## config.mk

```make
export PLATFORM = sky130hd
export DESIGN_NAME = pwmlc_top
export DESIGN_NICKNAME = d
export VERILOG_FILES = /design/src/verilog/pwmlc_apb.v /design/src/verilog/pwmlc_chan.v /design/src/verilog/pwmlc_top.v
export VERILOG_INCLUDE_DIRS = /design/src /design/src/verilog
export SDC_FILE = /design/constraint.sdc
export NUM_CORES = 1
export LEC_CHECK = 0
export BUFFER_PORTS_ARGS = -buffer_cell sky130_fd_sc_hd__buf_4
export CAP_MARGIN = 20
export CORE_UTILIZATION = 53
export CTS_CLUSTER_SIZE = 25
export DETAILED_ROUTE_END_ITERATION = 7
export GPL_ROUTABILITY_DRIVEN = 0
export GPL_TIMING_DRIVEN = 0
export PLACE_DENSITY = 0.76
export SYNTH_ARGS = -nofsm -noshare
export SYNTH_HDL_FRONTEND = slang
export SYNTH_SLANG_ARGS = --single-unit
```

## constraint.sdc

```tcl
create_clock -name REF_CLK -period 5.45 [get_ports REF_CLK]
set_input_delay 0.2725 -clock REF_CLK [delete_from_list [all_inputs] [get_ports REF_CLK]]
set_output_delay 0.2725 -clock REF_CLK [all_outputs]
set_load 0.01 [all_outputs]
```

## src/verilog/pwmlc_consts.vh

```
`ifndef PWMLC_CONSTS_VH
`define PWMLC_CONSTS_VH

// ---------------------------------------------------------------
// register byte offsets
// ---------------------------------------------------------------
`define PWMLC_OFS_CTRL_A   8'h00
`define PWMLC_OFS_CTRL_B   8'h04
`define PWMLC_OFS_XBUF     8'h08
`define PWMLC_OFS_DIVCTL   8'h0C
`define PWMLC_OFS_STATUS   8'h10

// ---------------------------------------------------------------
// register index codes
// ---------------------------------------------------------------
`define PWMLC_IDX_CTRL_A   3'h0
`define PWMLC_IDX_CTRL_B   3'h1
`define PWMLC_IDX_XBUF     3'h2
`define PWMLC_IDX_DIVCTL   3'h3
`define PWMLC_IDX_STATUS   3'h4
`define PWMLC_IDX_NONE     3'h7

// ---------------------------------------------------------------
// fields of pwm_control_a
// ---------------------------------------------------------------
`define PWMLC_A_RES_LSB    0
`define PWMLC_A_RES_MSB    1
`define PWMLC_A_RUN_LSB    2
`define PWMLC_A_RUN_MSB    5
`define PWMLC_A_ABORT      6

// ---------------------------------------------------------------
// fields of pwm_control_b and divider_control
// ---------------------------------------------------------------
`define PWMLC_B_HALF       0
`define PWMLC_B_CHS_LSB    1
`define PWMLC_B_CHS_MSB    2
`define PWMLC_D_DIVSEL     5

// ---------------------------------------------------------------
// status fields
// ---------------------------------------------------------------
`define PWMLC_S_HOLD       16
`define PWMLC_S_PEND_LSB   20
`define PWMLC_S_PEND_MSB   23

// ---------------------------------------------------------------
// widths and counts
// ---------------------------------------------------------------
`define PWMLC_CW           14
`define PWMLC_CNT_ONES     14'h3FFF
`define PWMLC_DIV4_MASK    3'h3
`define PWMLC_DIV8_MASK    3'h7
`define PWMLC_HI6_MASK     6'h3F
`define PWMLC_HI4_MASK     6'h0F
`define PWMLC_ZERO32       32'h0000_0000
`define PWMLC_ZERO8        8'h00

`endif

```

## src/verilog/pwmlc_apb.v

```verilog
`timescale 1ns/10ps
`include "pwmlc_consts.vh"

module pwmlc_apb (
   input  wire        psel,
   input  wire        penable,
   input  wire        pwrite,
   input  wire [7:0]  paddr,
   output wire        wr_stb,
   output wire        rd_stb,
   output wire [2:0]  reg_idx,
   output wire        hit,
   output wire        pready
);

   // ---------------------------------------------------------------
   // address decode
   // ---------------------------------------------------------------
   function [2:0] dec_idx;
      input [7:0] a;
      begin
         case (a)
            `PWMLC_OFS_CTRL_A: dec_idx = `PWMLC_IDX_CTRL_A;
            `PWMLC_OFS_CTRL_B: dec_idx = `PWMLC_IDX_CTRL_B;
            `PWMLC_OFS_XBUF:   dec_idx = `PWMLC_IDX_XBUF;
            `PWMLC_OFS_DIVCTL: dec_idx = `PWMLC_IDX_DIVCTL;
            `PWMLC_OFS_STATUS: dec_idx = `PWMLC_IDX_STATUS;
            default:           dec_idx = `PWMLC_IDX_NONE;
         endcase
      end
   endfunction

   assign reg_idx = dec_idx(paddr);
   assign hit     = (reg_idx != `PWMLC_IDX_NONE);
   assign pready  = psel & penable;
   assign wr_stb  = psel & penable & pwrite & hit;
   assign rd_stb  = psel & ~penable & ~pwrite;

endmodule

```

## src/verilog/pwmlc_chan.v

```verilog
`timescale 1ns/10ps
`include "pwmlc_consts.vh"

module pwmlc_chan (
   input  wire                  clk,
   input  wire                  rst_n,
   input  wire [`PWMLC_CW-1:0]  cnt,
   input  wire                  load,
   input  wire [`PWMLC_CW-1:0]  load_val,
   input  wire                  res12,
   input  wire                  run,
   input  wire                  abort,
   output wire                  zero_data,
   output reg                   out_n
);

   reg  [`PWMLC_CW-1:0] latch_r;
   wire [`PWMLC_CW-1:0] cmp;
   wire [`PWMLC_CW-1:0] duty;

   // ---------------------------------------------------------------
   // data latch
   // ---------------------------------------------------------------
   always @(posedge clk or negedge rst_n) begin
      if (!rst_n) begin
         latch_r <= `PWMLC_CNT_ONES ^ `PWMLC_CNT_ONES;
      end else if (load) begin
         latch_r <= load_val;
      end
   end

   // ---------------------------------------------------------------
   // zero detect, compare and pin
   // ---------------------------------------------------------------
   assign zero_data = res12 ? (latch_r[7:0] == `PWMLC_ZERO8)
                            : (latch_r == {`PWMLC_CW{1'b0}});
   assign cmp  = res12 ? {2'b00, cnt[11:0]} : cnt;
   assign duty = res12 ? {2'b00, latch_r[11:0]} : latch_r;

   always @(posedge clk or negedge rst_n) begin
      if (!rst_n) begin
         out_n <= 1'b1;
      end else if (abort || !run) begin
         out_n <= 1'b1;
      end else begin
         out_n <= ~(cmp < duty);
      end
   end

endmodule

```

## src/verilog/pwmlc_top.v

```verilog
// Design decisions made here: the APB interface to the registers and the address map.
`timescale 1ns/10ps
`include "pwmlc_consts.vh"

//Contract
//- one shared free running counter
//- reset, stop, abort force counter all ones
//- all run controls zero holds counter
//- 12-bit zero low byte holds counter
//- 14-bit zero latch holds counter
//- abort drives all pins high at once
//- run control starts channel waveform
//- latch loads only at counter all ones
//- held counter loads latch at once
//- running counter defers load to next period
//- upper write keeps buffered low byte
//- abort control clears itself
//- resolution zero 14-bit, one 12-bit for channels 0 and 1; channels 2 and 3 always 12-bit
//- half select routes low or upper
//- divider fc/4 or fc/8 by select
module pwmlc_top (
   input  wire        REF_CLK,
   input  wire        RESET_N,
   input  wire        STOP_MODE,
   input  wire        PSEL,
   input  wire        PENABLE,
   input  wire        PWRITE,
   input  wire [7:0]  PADDR,
   input  wire [31:0] PWDATA,
   output reg  [31:0] PRDATA,
   output wire        PREADY,
   output reg         PSLVERR,
   output wire        PULSE_OUT_CH0_N,
   output wire        PULSE_OUT_CH1_N,
   output wire        PULSE_OUT_CH2_N,
   output wire        PULSE_OUT_CH3_N
);

   // ---------------------------------------------------------------
   // declarations
   // ---------------------------------------------------------------
   reg  [1:0]           rst_sync_r;
   wire                 rst_n;
   reg  [2:0]           stop_sync_r;
   reg                  stop_r;
   reg  [1:0]           res_sel_r;
   reg  [3:0]           channel_run_r;
   reg                  pwm_abort_r;
   reg                  byte_half_select_r;
   reg  [1:0]           latch_channel_select_r;
   reg                  first_divider_input_select_r;
   reg  [7:0]           buf_lo_r;
   reg  [`PWMLC_CW-1:0] stage_r [0:3];
   reg  [3:0]           pend_r;
   reg  [3:0]           pend_nxt;
   reg  [2:0]           div_r;
   reg  [`PWMLC_CW-1:0] cnt_r;
   reg  [`PWMLC_CW-1:0] cnt_nxt;
   wire                 wr_stb;
   wire                 rd_stb;
   wire [2:0]           reg_idx;
   wire                 hit;
   wire                 tick;
   wire                 cnt_full;
   wire                 hold;
   wire [3:0]           zero_data;
   wire [3:0]           load;
   wire [3:0]           res12;
   wire [3:0]           pins_n;
   wire                 wr_a;
   wire                 wr_b;
   wire                 wr_buf;
   wire                 wr_div;
   reg  [31:0]          rd_val;
   integer              k;

   // ---------------------------------------------------------------
   // helpers
   // ---------------------------------------------------------------
   function [5:0] hi_mask;
      input [1:0] ch;
      begin
         hi_mask = ch[1] ? `PWMLC_HI4_MASK : `PWMLC_HI6_MASK;
      end
   endfunction

   // ---------------------------------------------------------------
   // reset release and stop synchroniser
   // ---------------------------------------------------------------
   always @(posedge REF_CLK or negedge RESET_N) begin
      if (!RESET_N) begin
         rst_sync_r <= 2'b00;
      end else begin
         rst_sync_r <= {rst_sync_r[0], 1'b1};
      end
   end
   assign rst_n = rst_sync_r[1];

   always @(posedge REF_CLK or negedge rst_n) begin
      if (!rst_n) begin
         stop_sync_r <= 3'b000;
         stop_r      <= 1'b0;
      end else begin
         stop_sync_r <= {stop_sync_r[1:0], STOP_MODE};
         if (stop_sync_r[1] == stop_sync_r[2]) begin
            stop_r <= stop_sync_r[2];
         end
      end
   end

   // ---------------------------------------------------------------
   // bus slave
   // ---------------------------------------------------------------
   pwmlc_apb u_apb (
      .psel    (PSEL),
      .penable (PENABLE),
      .pwrite  (PWRITE),
      .paddr   (PADDR),
      .wr_stb  (wr_stb),
      .rd_stb  (rd_stb),
      .reg_idx (reg_idx),
      .hit     (hit),
      .pready  (PREADY)
   );

   assign wr_a   = wr_stb & (reg_idx == `PWMLC_IDX_CTRL_A);
   assign wr_b   = wr_stb & (reg_idx == `PWMLC_IDX_CTRL_B);
   assign wr_buf = wr_stb & (reg_idx == `PWMLC_IDX_XBUF);
   assign wr_div = wr_stb & (reg_idx == `PWMLC_IDX_DIVCTL);

   always @* begin
      rd_val = `PWMLC_ZERO32;
      case (reg_idx)
         `PWMLC_IDX_CTRL_A: begin
            rd_val[`PWMLC_A_RES_MSB:`PWMLC_A_RES_LSB] = res_sel_r;
            rd_val[`PWMLC_A_RUN_MSB:`PWMLC_A_RUN_LSB] = channel_run_r;
         end
         `PWMLC_IDX_CTRL_B: begin
            rd_val[`PWMLC_B_HALF] = byte_half_select_r;
            rd_val[`PWMLC_B_CHS_MSB:`PWMLC_B_CHS_LSB] = latch_channel_select_r;
         end
         `PWMLC_IDX_DIVCTL: begin
            rd_val[`PWMLC_D_DIVSEL] = first_divider_input_select_r;
         end
         `PWMLC_IDX_STATUS: begin
            rd_val[`PWMLC_CW-1:0] = cnt_r;
            rd_val[`PWMLC_S_HOLD] = hold;
            rd_val[`PWMLC_S_PEND_MSB:`PWMLC_S_PEND_LSB] = pend_r;
         end
         default: begin
            rd_val = `PWMLC_ZERO32;
         end
      endcase
   end

   always @(posedge REF_CLK or negedge rst_n) begin
      if (!rst_n) begin
         PRDATA  <= `PWMLC_ZERO32;
         PSLVERR <= 1'b0;
      end else if (rd_stb) begin
         PRDATA  <= rd_val;
         PSLVERR <= ~hit;
      end else if (PSEL && !PENABLE) begin
         PSLVERR <= ~hit;
      end
   end

   // ---------------------------------------------------------------
   // control registers
   // ---------------------------------------------------------------
   always @(posedge REF_CLK or negedge rst_n) begin
      if (!rst_n) begin
         res_sel_r                    <= 2'b00;
         channel_run_r                <= 4'h0;
         pwm_abort_r                  <= 1'b0;
         byte_half_select_r           <= 1'b0;
         latch_channel_select_r       <= 2'b00;
         first_divider_input_select_r <= 1'b0;
      end else if (stop_r) begin
         res_sel_r              <= 2'b00;
         channel_run_r          <= 4'h0;
         pwm_abort_r            <= 1'b0;
         byte_half_select_r     <= 1'b0;
         latch_channel_select_r <= 2'b00;
      end else begin
         pwm_abort_r <= wr_a & PWDATA[`PWMLC_A_ABORT];
         if (wr_a) begin
            res_sel_r <= PWDATA[`PWMLC_A_RES_MSB:`PWMLC_A_RES_LSB];
            if (PWDATA[`PWMLC_A_ABORT]) begin
               channel_run_r <= 4'h0;
            end else begin
               channel_run_r <= PWDATA[`PWMLC_A_RUN_MSB:`PWMLC_A_RUN_LSB];
            end
         end
         if (wr_b) begin
            byte_half_select_r     <= PWDATA[`PWMLC_B_HALF];
            latch_channel_select_r <= PWDATA[`PWMLC_B_CHS_MSB:`PWMLC_B_CHS_LSB];
         end
         if (wr_div) begin
            first_divider_input_select_r <= PWDATA[`PWMLC_D_DIVSEL];
         end
      end
   end

   // ---------------------------------------------------------------
   // transfer buffer and staging
   // ---------------------------------------------------------------
   always @(posedge REF_CLK or negedge rst_n) begin
      if (!rst_n) begin
         buf_lo_r <= `PWMLC_ZERO8;
         for (k = 0; k < 4; k = k + 1) begin
            stage_r[k] <= {`PWMLC_CW{1'b0}};
         end
      end else if (wr_buf) begin
         if (!byte_half_select_r) begin
            buf_lo_r <= PWDATA[7:0];
         end else begin
            stage_r[latch_channel_select_r] <=
               {PWDATA[5:0] & hi_mask(latch_channel_select_r), buf_lo_r};
         end
      end
   end

   always @* begin
      pend_nxt = pend_r & ~load;
      if (wr_buf && byte_half_select_r) begin
         pend_nxt[latch_channel_select_r] = 1'b1;
      end
   end

   always @(posedge REF_CLK or negedge rst_n) begin
      if (!rst_n) begin
         pend_r <= 4'h0;
      end else begin
         pend_r <= pend_nxt;
      end
   end

   assign load = pend_r & {4{cnt_full}};

   // ---------------------------------------------------------------
   // first divider and shared counter
   // ---------------------------------------------------------------
   always @(posedge REF_CLK or negedge rst_n) begin
      if (!rst_n) begin
         div_r <= 3'b000;
      end else begin
         div_r <= div_r + 3'b001;
      end
   end

   assign tick = first_divider_input_select_r
               ? ((div_r & `PWMLC_DIV8_MASK) == `PWMLC_DIV8_MASK)
               : ((div_r & `PWMLC_DIV4_MASK) == `PWMLC_DIV4_MASK);

   assign res12 = {2'b11, res_sel_r};
   assign hold  = stop_r | pwm_abort_r
                | (channel_run_r == 4'h0)
                | ((zero_data | ~channel_run_r) == 4'hF);
   assign cnt_full = (cnt_r == `PWMLC_CNT_ONES);

   always @* begin
      if (hold) begin
         cnt_nxt = `PWMLC_CNT_ONES;
      end else if (tick) begin
         cnt_nxt = cnt_r + {{(`PWMLC_CW-1){1'b0}}, 1'b1};
      end else begin
         cnt_nxt = cnt_r;
      end
   end

   always @(posedge REF_CLK or negedge rst_n) begin
      if (!rst_n) begin
         cnt_r <= `PWMLC_CNT_ONES;
      end else begin
         cnt_r <= cnt_nxt;
      end
   end

   // ---------------------------------------------------------------
   // channels
   // ---------------------------------------------------------------
   genvar g;
   generate
      for (g = 0; g < 4; g = g + 1) begin : g_ch
         pwmlc_chan u_chan (
            .clk       (REF_CLK),
            .rst_n     (rst_n),
            .cnt       (cnt_r),
            .load      (load[g]),
            .load_val  (stage_r[g]),
            .res12     (res12[g]),
            .run       (channel_run_r[g]),
            .abort     (pwm_abort_r),
            .zero_data (zero_data[g]),
            .out_n     (pins_n[g])
         );
      end
   endgenerate

   assign PULSE_OUT_CH0_N = pins_n[0];
   assign PULSE_OUT_CH1_N = pins_n[1];
   assign PULSE_OUT_CH2_N = pins_n[2];
   assign PULSE_OUT_CH3_N = pins_n[3];

endmodule

```

### After elaboration in Yosys (flattened, before gate mapping)

Cells that the tools add are included.

| operators by class | value |
|---|---|
| add/sub/neg operators | 2 |
| mux-type cells | 39 |
| eq/ne operators | 14 |
| reductions and logical operators | 29 |
| bitwise logic cells | 30 |
| magnitude comparators | 8 |

Operators by type and width:

| cell | number |
|---|---|
| two-way mux 14 bit | 7 |
| bitwise mux 56 bit | 1 |
| logical NOT 8 bit | 5 |
| demux 14 bit (select 2 bit) | 1 |
| logical NOT 14 bit | 2 |
| < comparator 14 bit | 2 |
| < comparator 12 bit | 2 |
| two-way mux 4 bit | 5 |
| == test 8 x 4 -> 1 bit (second input constant) | 2 |
| one-hot mux 3 bit (5 select lines) | 1 |
| adder 14 x 1 -> 14 bit (second input constant) | 1 |
| == test 14 bit (second input constant) | 1 |
| two-way mux 1 bit | 14 |
| bitwise AND 1 bit | 10 |
| inverter 1 bit | 9 |
| one-hot mux 3 bit (3 select lines) | 1 |
| bitwise AND 4 bit | 2 |
| == test 8 x 3 -> 1 bit (second input constant) | 1 |
| == test 8 x 5 -> 1 bit (second input constant) | 1 |
| two-way mux 2 bit | 4 |
| two-way mux 8 bit | 1 |
| inverter 4 bit | 2 |
| bitwise OR 4 bit | 2 |
| nonzero test 2 bit | 4 |
| other kinds (25) | 41 |

| word-level totals | value |
|---|---|
| output and inout bits | 38 |
| bits of input ports | 46 |
| word-level logic and storage cells | 149 |
| flip-flop bits (word level) | 178 |

### Depth between registers and ports, before layout

| depth | value |
|---|---|
| depth in word-level cells | 7 |
| depth in mapped cells | 8 |
| depth with buffers taken out | 7 |

### Modules after synthesis

From an unflattened synthesis, not the netlist that was laid out.

| unflattened totals | value |
|---|---|
| cell total of the unflattened synthesis | 794 |
| area total of the unflattened synthesis | 8767.2 µm² |

Modules (own cells, without submodules):

| module | seq. area each (µm²) | instances | area each (µm²) | cells an instance |
|---|---|---|---|---|
| pwmlc_top | 3070.4 | 1 | 5103.6 | 401 |
| pwmlc_chan | 376.6 | 4 | 892.1 | 95 |
| pwmlc_apb | 0.0 | 1 | 95.1 | 13 |

### Least setup slack after synthesis

Ideal clock, no wire load.

| timing | value |
|---|---|
| path kind | input port to flip-flop |
| from | in PADDR[6] |
| to | reg stage_r[32] in the netlist's numbering |
| data arrival time | 2.125 ns |
| data required time | 5.325 ns |
| buffers on the path | 3 |
| stages | 8 |
| slack | 3.200 ns |
| library setup time | 0.125 ns |
| cells stage by stage | or4_4 or2_0 buf_6 nor4_4 and2b_1 buf_6 buf_12 mux2_4 |

| between the ends | value |
|---|---|
| longest elaborated chain between the ends | 6 |
| elaborated cells between the ends (all ways) | 11 |
| classes of those cells | eq/ne: 6; mux: 1; bitwise: 2; reduce/logical: 2 |

RTL lines:

| element | line | text |
|---|---|---|
| start, declared | pwmlc_top.v:28 | `input wire [7:0] PADDR,` |
| == test 8 x 5 -> 1 bit (tied with other cells) | pwmlc_apb.v:22 | `case (a)` |
| one-hot mux 3 bit (5 select lines) (*) | pwmlc_apb.v:22 |  |
| inequality test 3 bit (no source line) | -- |  |
| bitwise AND 1 bit | pwmlc_apb.v:36 | `assign wr_stb = psel & penable & pwrite & hit;` |
| bitwise AND 1 bit (*) | pwmlc_top.v:128 | `` assign wr_buf = wr_stb & (reg_idx == `PWMLC_IDX_XBUF); `` |
| AND reduction 2 bit (no source line) (*) | -- |  |
| end signal, assigned by index | pwmlc_top.v:212 | `` stage_r[k] <= {`PWMLC_CW{1'b0}}; `` |
| end signal, assigned by index | pwmlc_top.v:218 | `stage_r[latch_channel_select_r] <=` |
| end, declared | pwmlc_top.v:53 | `` reg [`PWMLC_CW-1:0] stage_r [0:3]; `` |

Mark *: on every way between the ends. The rest lies on a longest branch, timed or not.
A chain may end at the register's enable or synchronous reset.

### Worst setup path in the final report

| timing | value |
|---|---|
| from | reg cnt_r[3] |
| to | reg g_ch[1].u_chan.latch_r[4] |

| between the ends | value |
|---|---|
| longest elaborated chain between the ends | 2 |

RTL lines:

| element | line | text |
|---|---|---|
| start, declared | pwmlc_top.v:57 | `` reg [`PWMLC_CW-1:0] cnt_r; `` |
| start signal, assigned | pwmlc_top.v:274 | `` cnt_r <= `PWMLC_CNT_ONES; `` |
| start signal, assigned | pwmlc_top.v:276 | `cnt_r <= cnt_nxt;` |
| == test 14 bit (no source line) | -- |  |
| bitwise AND 4 bit | pwmlc_top.v:239 | `assign load = pend_r & {4{cnt_full}};` |
| end signal, assigned | pwmlc_chan.v:26 | `` latch_r <= `PWMLC_CNT_ONES ^ `PWMLC_CNT_ONES; `` |
| end signal, assigned | pwmlc_chan.v:28 | `latch_r <= load_val;` |
| end, declared | pwmlc_chan.v:17 | `` reg [`PWMLC_CW-1:0] latch_r; `` |

No other way between the ends.

==> qor.csv <==
stage,metric,value,unit
yosys,Synth Area in Compound Gates,7.28,%
yosys,"FF+latch count, synth",174,
yosys,register area share after synthesis,52.4,%
floorplanning,DIE WIDTH,128,um
clock_network,CTS H-tree lvls,4,
cells_and_area,Nets,843,
yosys,"Distinct cells, synth",59,
sta,Final Hold Viols,0,
floorplanning,Die H,128,um
placement,number of buffers added on ports,43,
drt,Post-DRT Antenna Nets,0,
sta,clk_skew,0.00678,ns
drt,DR vias,5520,
sta,final setup violation count,0,
sta,period utilisation layout,46.1,%
run_status,outcome,"finished, final reports clean",
critical_path,Critical Path RT,5.77,ns
drt,routed wire length,18.9,mm
critical_path,r2r startpoint,cnt_r[3]$_DFFE_PN1P_,
power,Max VDD drop,0.000234,V
sta,setup slack after layout,2.94,ns
critical_path,FF-to-FF setup slack,2.94,ns
yosys,Avg Inst Size Synth,12.5,um^2
yosys,multiplexer share of the synthesized area,16.5,%
critical_path,R2R depth,6,
critical_path,CP cell instances,"nand4_1, nor2_1, and4_1, nand2_1, buf_1, mux2_2",
clock_network,CTS tree,yes,
hold_path,min-delay src,PWDATA[7],
cells_and_area,Finished Cell Area,0.00969,mm^2
clock_network,post-CTS resize count,0,
clock_network,clock latency on the worst-skew pair,0.43,ns
global_route,number of global-route vias before repair,5647,
sta,final max-slew violation count,0,
yosys,adder-cell share of the synthesized area,7.76,%
clock_network,Root Driver,clkbuf_16,
yosys,cell with the most instances after synthesis,dfrtp_1,
yosys,Ys Warns,0,
drt,Detailed Route Iter0 Violations,456,
yosys,"EDFF count, synth",0,
yosys,Synth top cells by count,"dfrtp_1 (156), mux2_2 (103), ha_1 (51), inv_1 (46), nand2_1 (43)",
floorplanning,initial core utilization,54.6,%
floorplanning,# rows,45,
sta,Max Fclk,398,MHz
clock_network,hold-fix buffers at CTS,2,
yosys,Synth Cell Area,0.00836,mm^2
cells_and_area,Layout area overhead,16.0,%
clock_network,"Clk pin slew, worst setup/hold paths",0.07,ns
placement,dpl hpwl,13.3,mm
floorplanning,core area,0.0153,mm^2
clock_network,CTS max path bufs,2,
sta,RSZ-0062 raised after global routing,false,
yosys,Synth top area share,46.7,%
critical_path,CP max stage delay,0.74,ns
global_route,first-pass GRT wire length,30.1,mm
critical_path,CP arrival,2.83,ns
floorplanning,Top Ports,84,
clock_network,postcts setup bufs,0,
critical_path,CP Launch Point,cnt_r[3]$_DFFE_PN1P_,
critical_path,critical path capture point type,flip-flop,
critical_path,R2R Path End,g_ch[1].u_chan.latch_r[4]$_DFFE_PN0P_,
sta,measured slew at the worst slew-check pin,0.816,ns
critical_path,critical path class,flip-flop to flip-flop,
global_route,largest net degree at the start of global routing,67,
floorplanning,Die Area,0.0163,mm^2
flow_run,max cap viols,0,
yosys,synth top area cells,"dfrtp_1 (47%), mux2_2 (14%), ha_1 (7.6%), dfstp_2 (5.7%), inv_1 (2.1%)",
sta,Final min period,2.51,ns
drt,DR DRC count,0,
cells_and_area,n_diodes,0,
clock_network,CTS sink count,174,
critical_path,Worst setup SP type,flip-flop,
drt,first-pass iteration count of the detailed router,4,
drt,DR vias/cell,5.69,
yosys,Synth Area in Simple Gates,9.82,%
sta,relative slew slack,45.1,%
yosys,Yosys top cell by area,dfrtp_1,
power,Power Density,275,mW/mm^2
yosys,Main synth FF type,dfrtp_1,
global_route,gr ovfl total,0,
placement,dpl ws,2.86,ns
placement,Placement Cell Area,0.00905,mm^2
yosys,Post-Synth XOR/XNOR Area,1.36,%
sta,hold slack,0.0829,ns
yosys,largest family of logic cells by synthesized area,multiplexers,
global_route,initial antenna violation count,0,
yosys,"Async S/R FF share, synth",100,%
cells_and_area,layout cell share with drive strength beyond 1,31.5,%
yosys,Cells after Synth,668,
power,Lkg Pwr,4.63,nW
clock_network,Inserted Clock Buffers,17,
drt,drt wl/cell,19.5,um
critical_path,"Max stage delay cell, worst path",dfstp_2,
global_route,gr usage total,25.2,%
hold_path,Worst Hold Class,input port to flip-flop,
critical_path,Critical path destination,g_ch[1].u_chan.latch_r[4]$_DFFE_PN0P_,
critical_path,CP max FO,10,
## stage by stage
stage | setup TNS, ns | total power [mW] | cells | utilization (%)
finish | 0 | 2.66 | 970 | 63.3
global route | 0 | 2.75 | 970 | 63.3
CTS | 0 | 2.68 | 970 | 63.3
detailed placement | 0 | 1.41 | 936 | 59.1
global placement | -192.68 | 1.40 | 934 | 58.7
floorplan | 0 | 1.37 | 680 | -
## where the power goes
group / total (mW) / switching (mW) / internal [mW]
combinational: 0.0781 / 0.0491 / 0.0290
clock: 1.28 / 0.534 / 0.742
sequential: 1.31 / 0.0124 / 1.30
total: 2.66 / 0.595 / 2.07
## metal layers
metal | GRT usage, % | wire length [um] | vias to the layer above
met5 | 0 | 0 | -
met1 | 32.8 | 8380 | 2776
met4 | 13.2 | 701 | 0
met2 | 39.5 | 8690 | 185
met3 | 5.90 | 1130 | 40
li1 | - | - | 2519
## registers in the layout, indices dropped and copies added, names as in the netlist, 4 cells and up
name                 flops
PRDATA                  19
cnt_r                   14
pend_r                   4
g_ch.u_chan.latch_r     52
stage_r                 52
buf_lo_r                 8
g_ch.u_chan.out_n        4
channel_run_r            4
## cells by family (layout without fill, tap and decap cells)
kind of cell	count (synthesis)	count (layout)
AO/OA/AOI/OAI	86	86
XOR/XNOR	13	13
adder cells (fa/ha/maj)	52	52
buffers and inverters	79	158
flip-flops	174	174
multiplexers	120	120
other	2	14
AND/OR/NAND/NOR	142	142
## critical path: cells and delay by family (launching register included)
kind	cells	cell delay [ns]
buf+inv	1	0.32
flops	1	0.74
mux	1	0.36
simple gates	4	0.98
## layout make-up
cell class                      count  area, um^2
Buffer                             33         231
Clock buffer                       18         439
Clock inverter                     14         184
Fill cell                        1173        5630
Inverter                           46         173
Multi-Input combinational cell    427        3620
Sequential cell                   174        4380
Tap cell                          211         264
Timing Repair Buffer               47         398
## worst min-delay path by stage
stage                               to  slack, ns  cells after the start
2_1_floorplan  rst_sync_r[0]$_DFF_PN0_      -0.02                      0
3_3_place_gp   rst_sync_r[0]$_DFF_PN0_       0.06                      1
3_5_place_dp   rst_sync_r[0]$_DFF_PN0_       0.06                      1
4_1_cts        buf_lo_r[7]$_DFFE_PN0P_       0.07                      2
5_1_grt        buf_lo_r[7]$_DFFE_PN0P_       0.07                      2
6_report       buf_lo_r[7]$_DFFE_PN0P_       0.08                      2
## cells in the final DEF (no fill, tap or decap), types with 15 or more instances in the layout
cell       instances
a22o_1            15
buf_4             57
clkbuf_16         17
dfrtp_1          155
dfstp_2           18
ha_1              51
inv_1             46
mux2_2           103
nand2_1           43
Power figures use the tool's default switching activity.
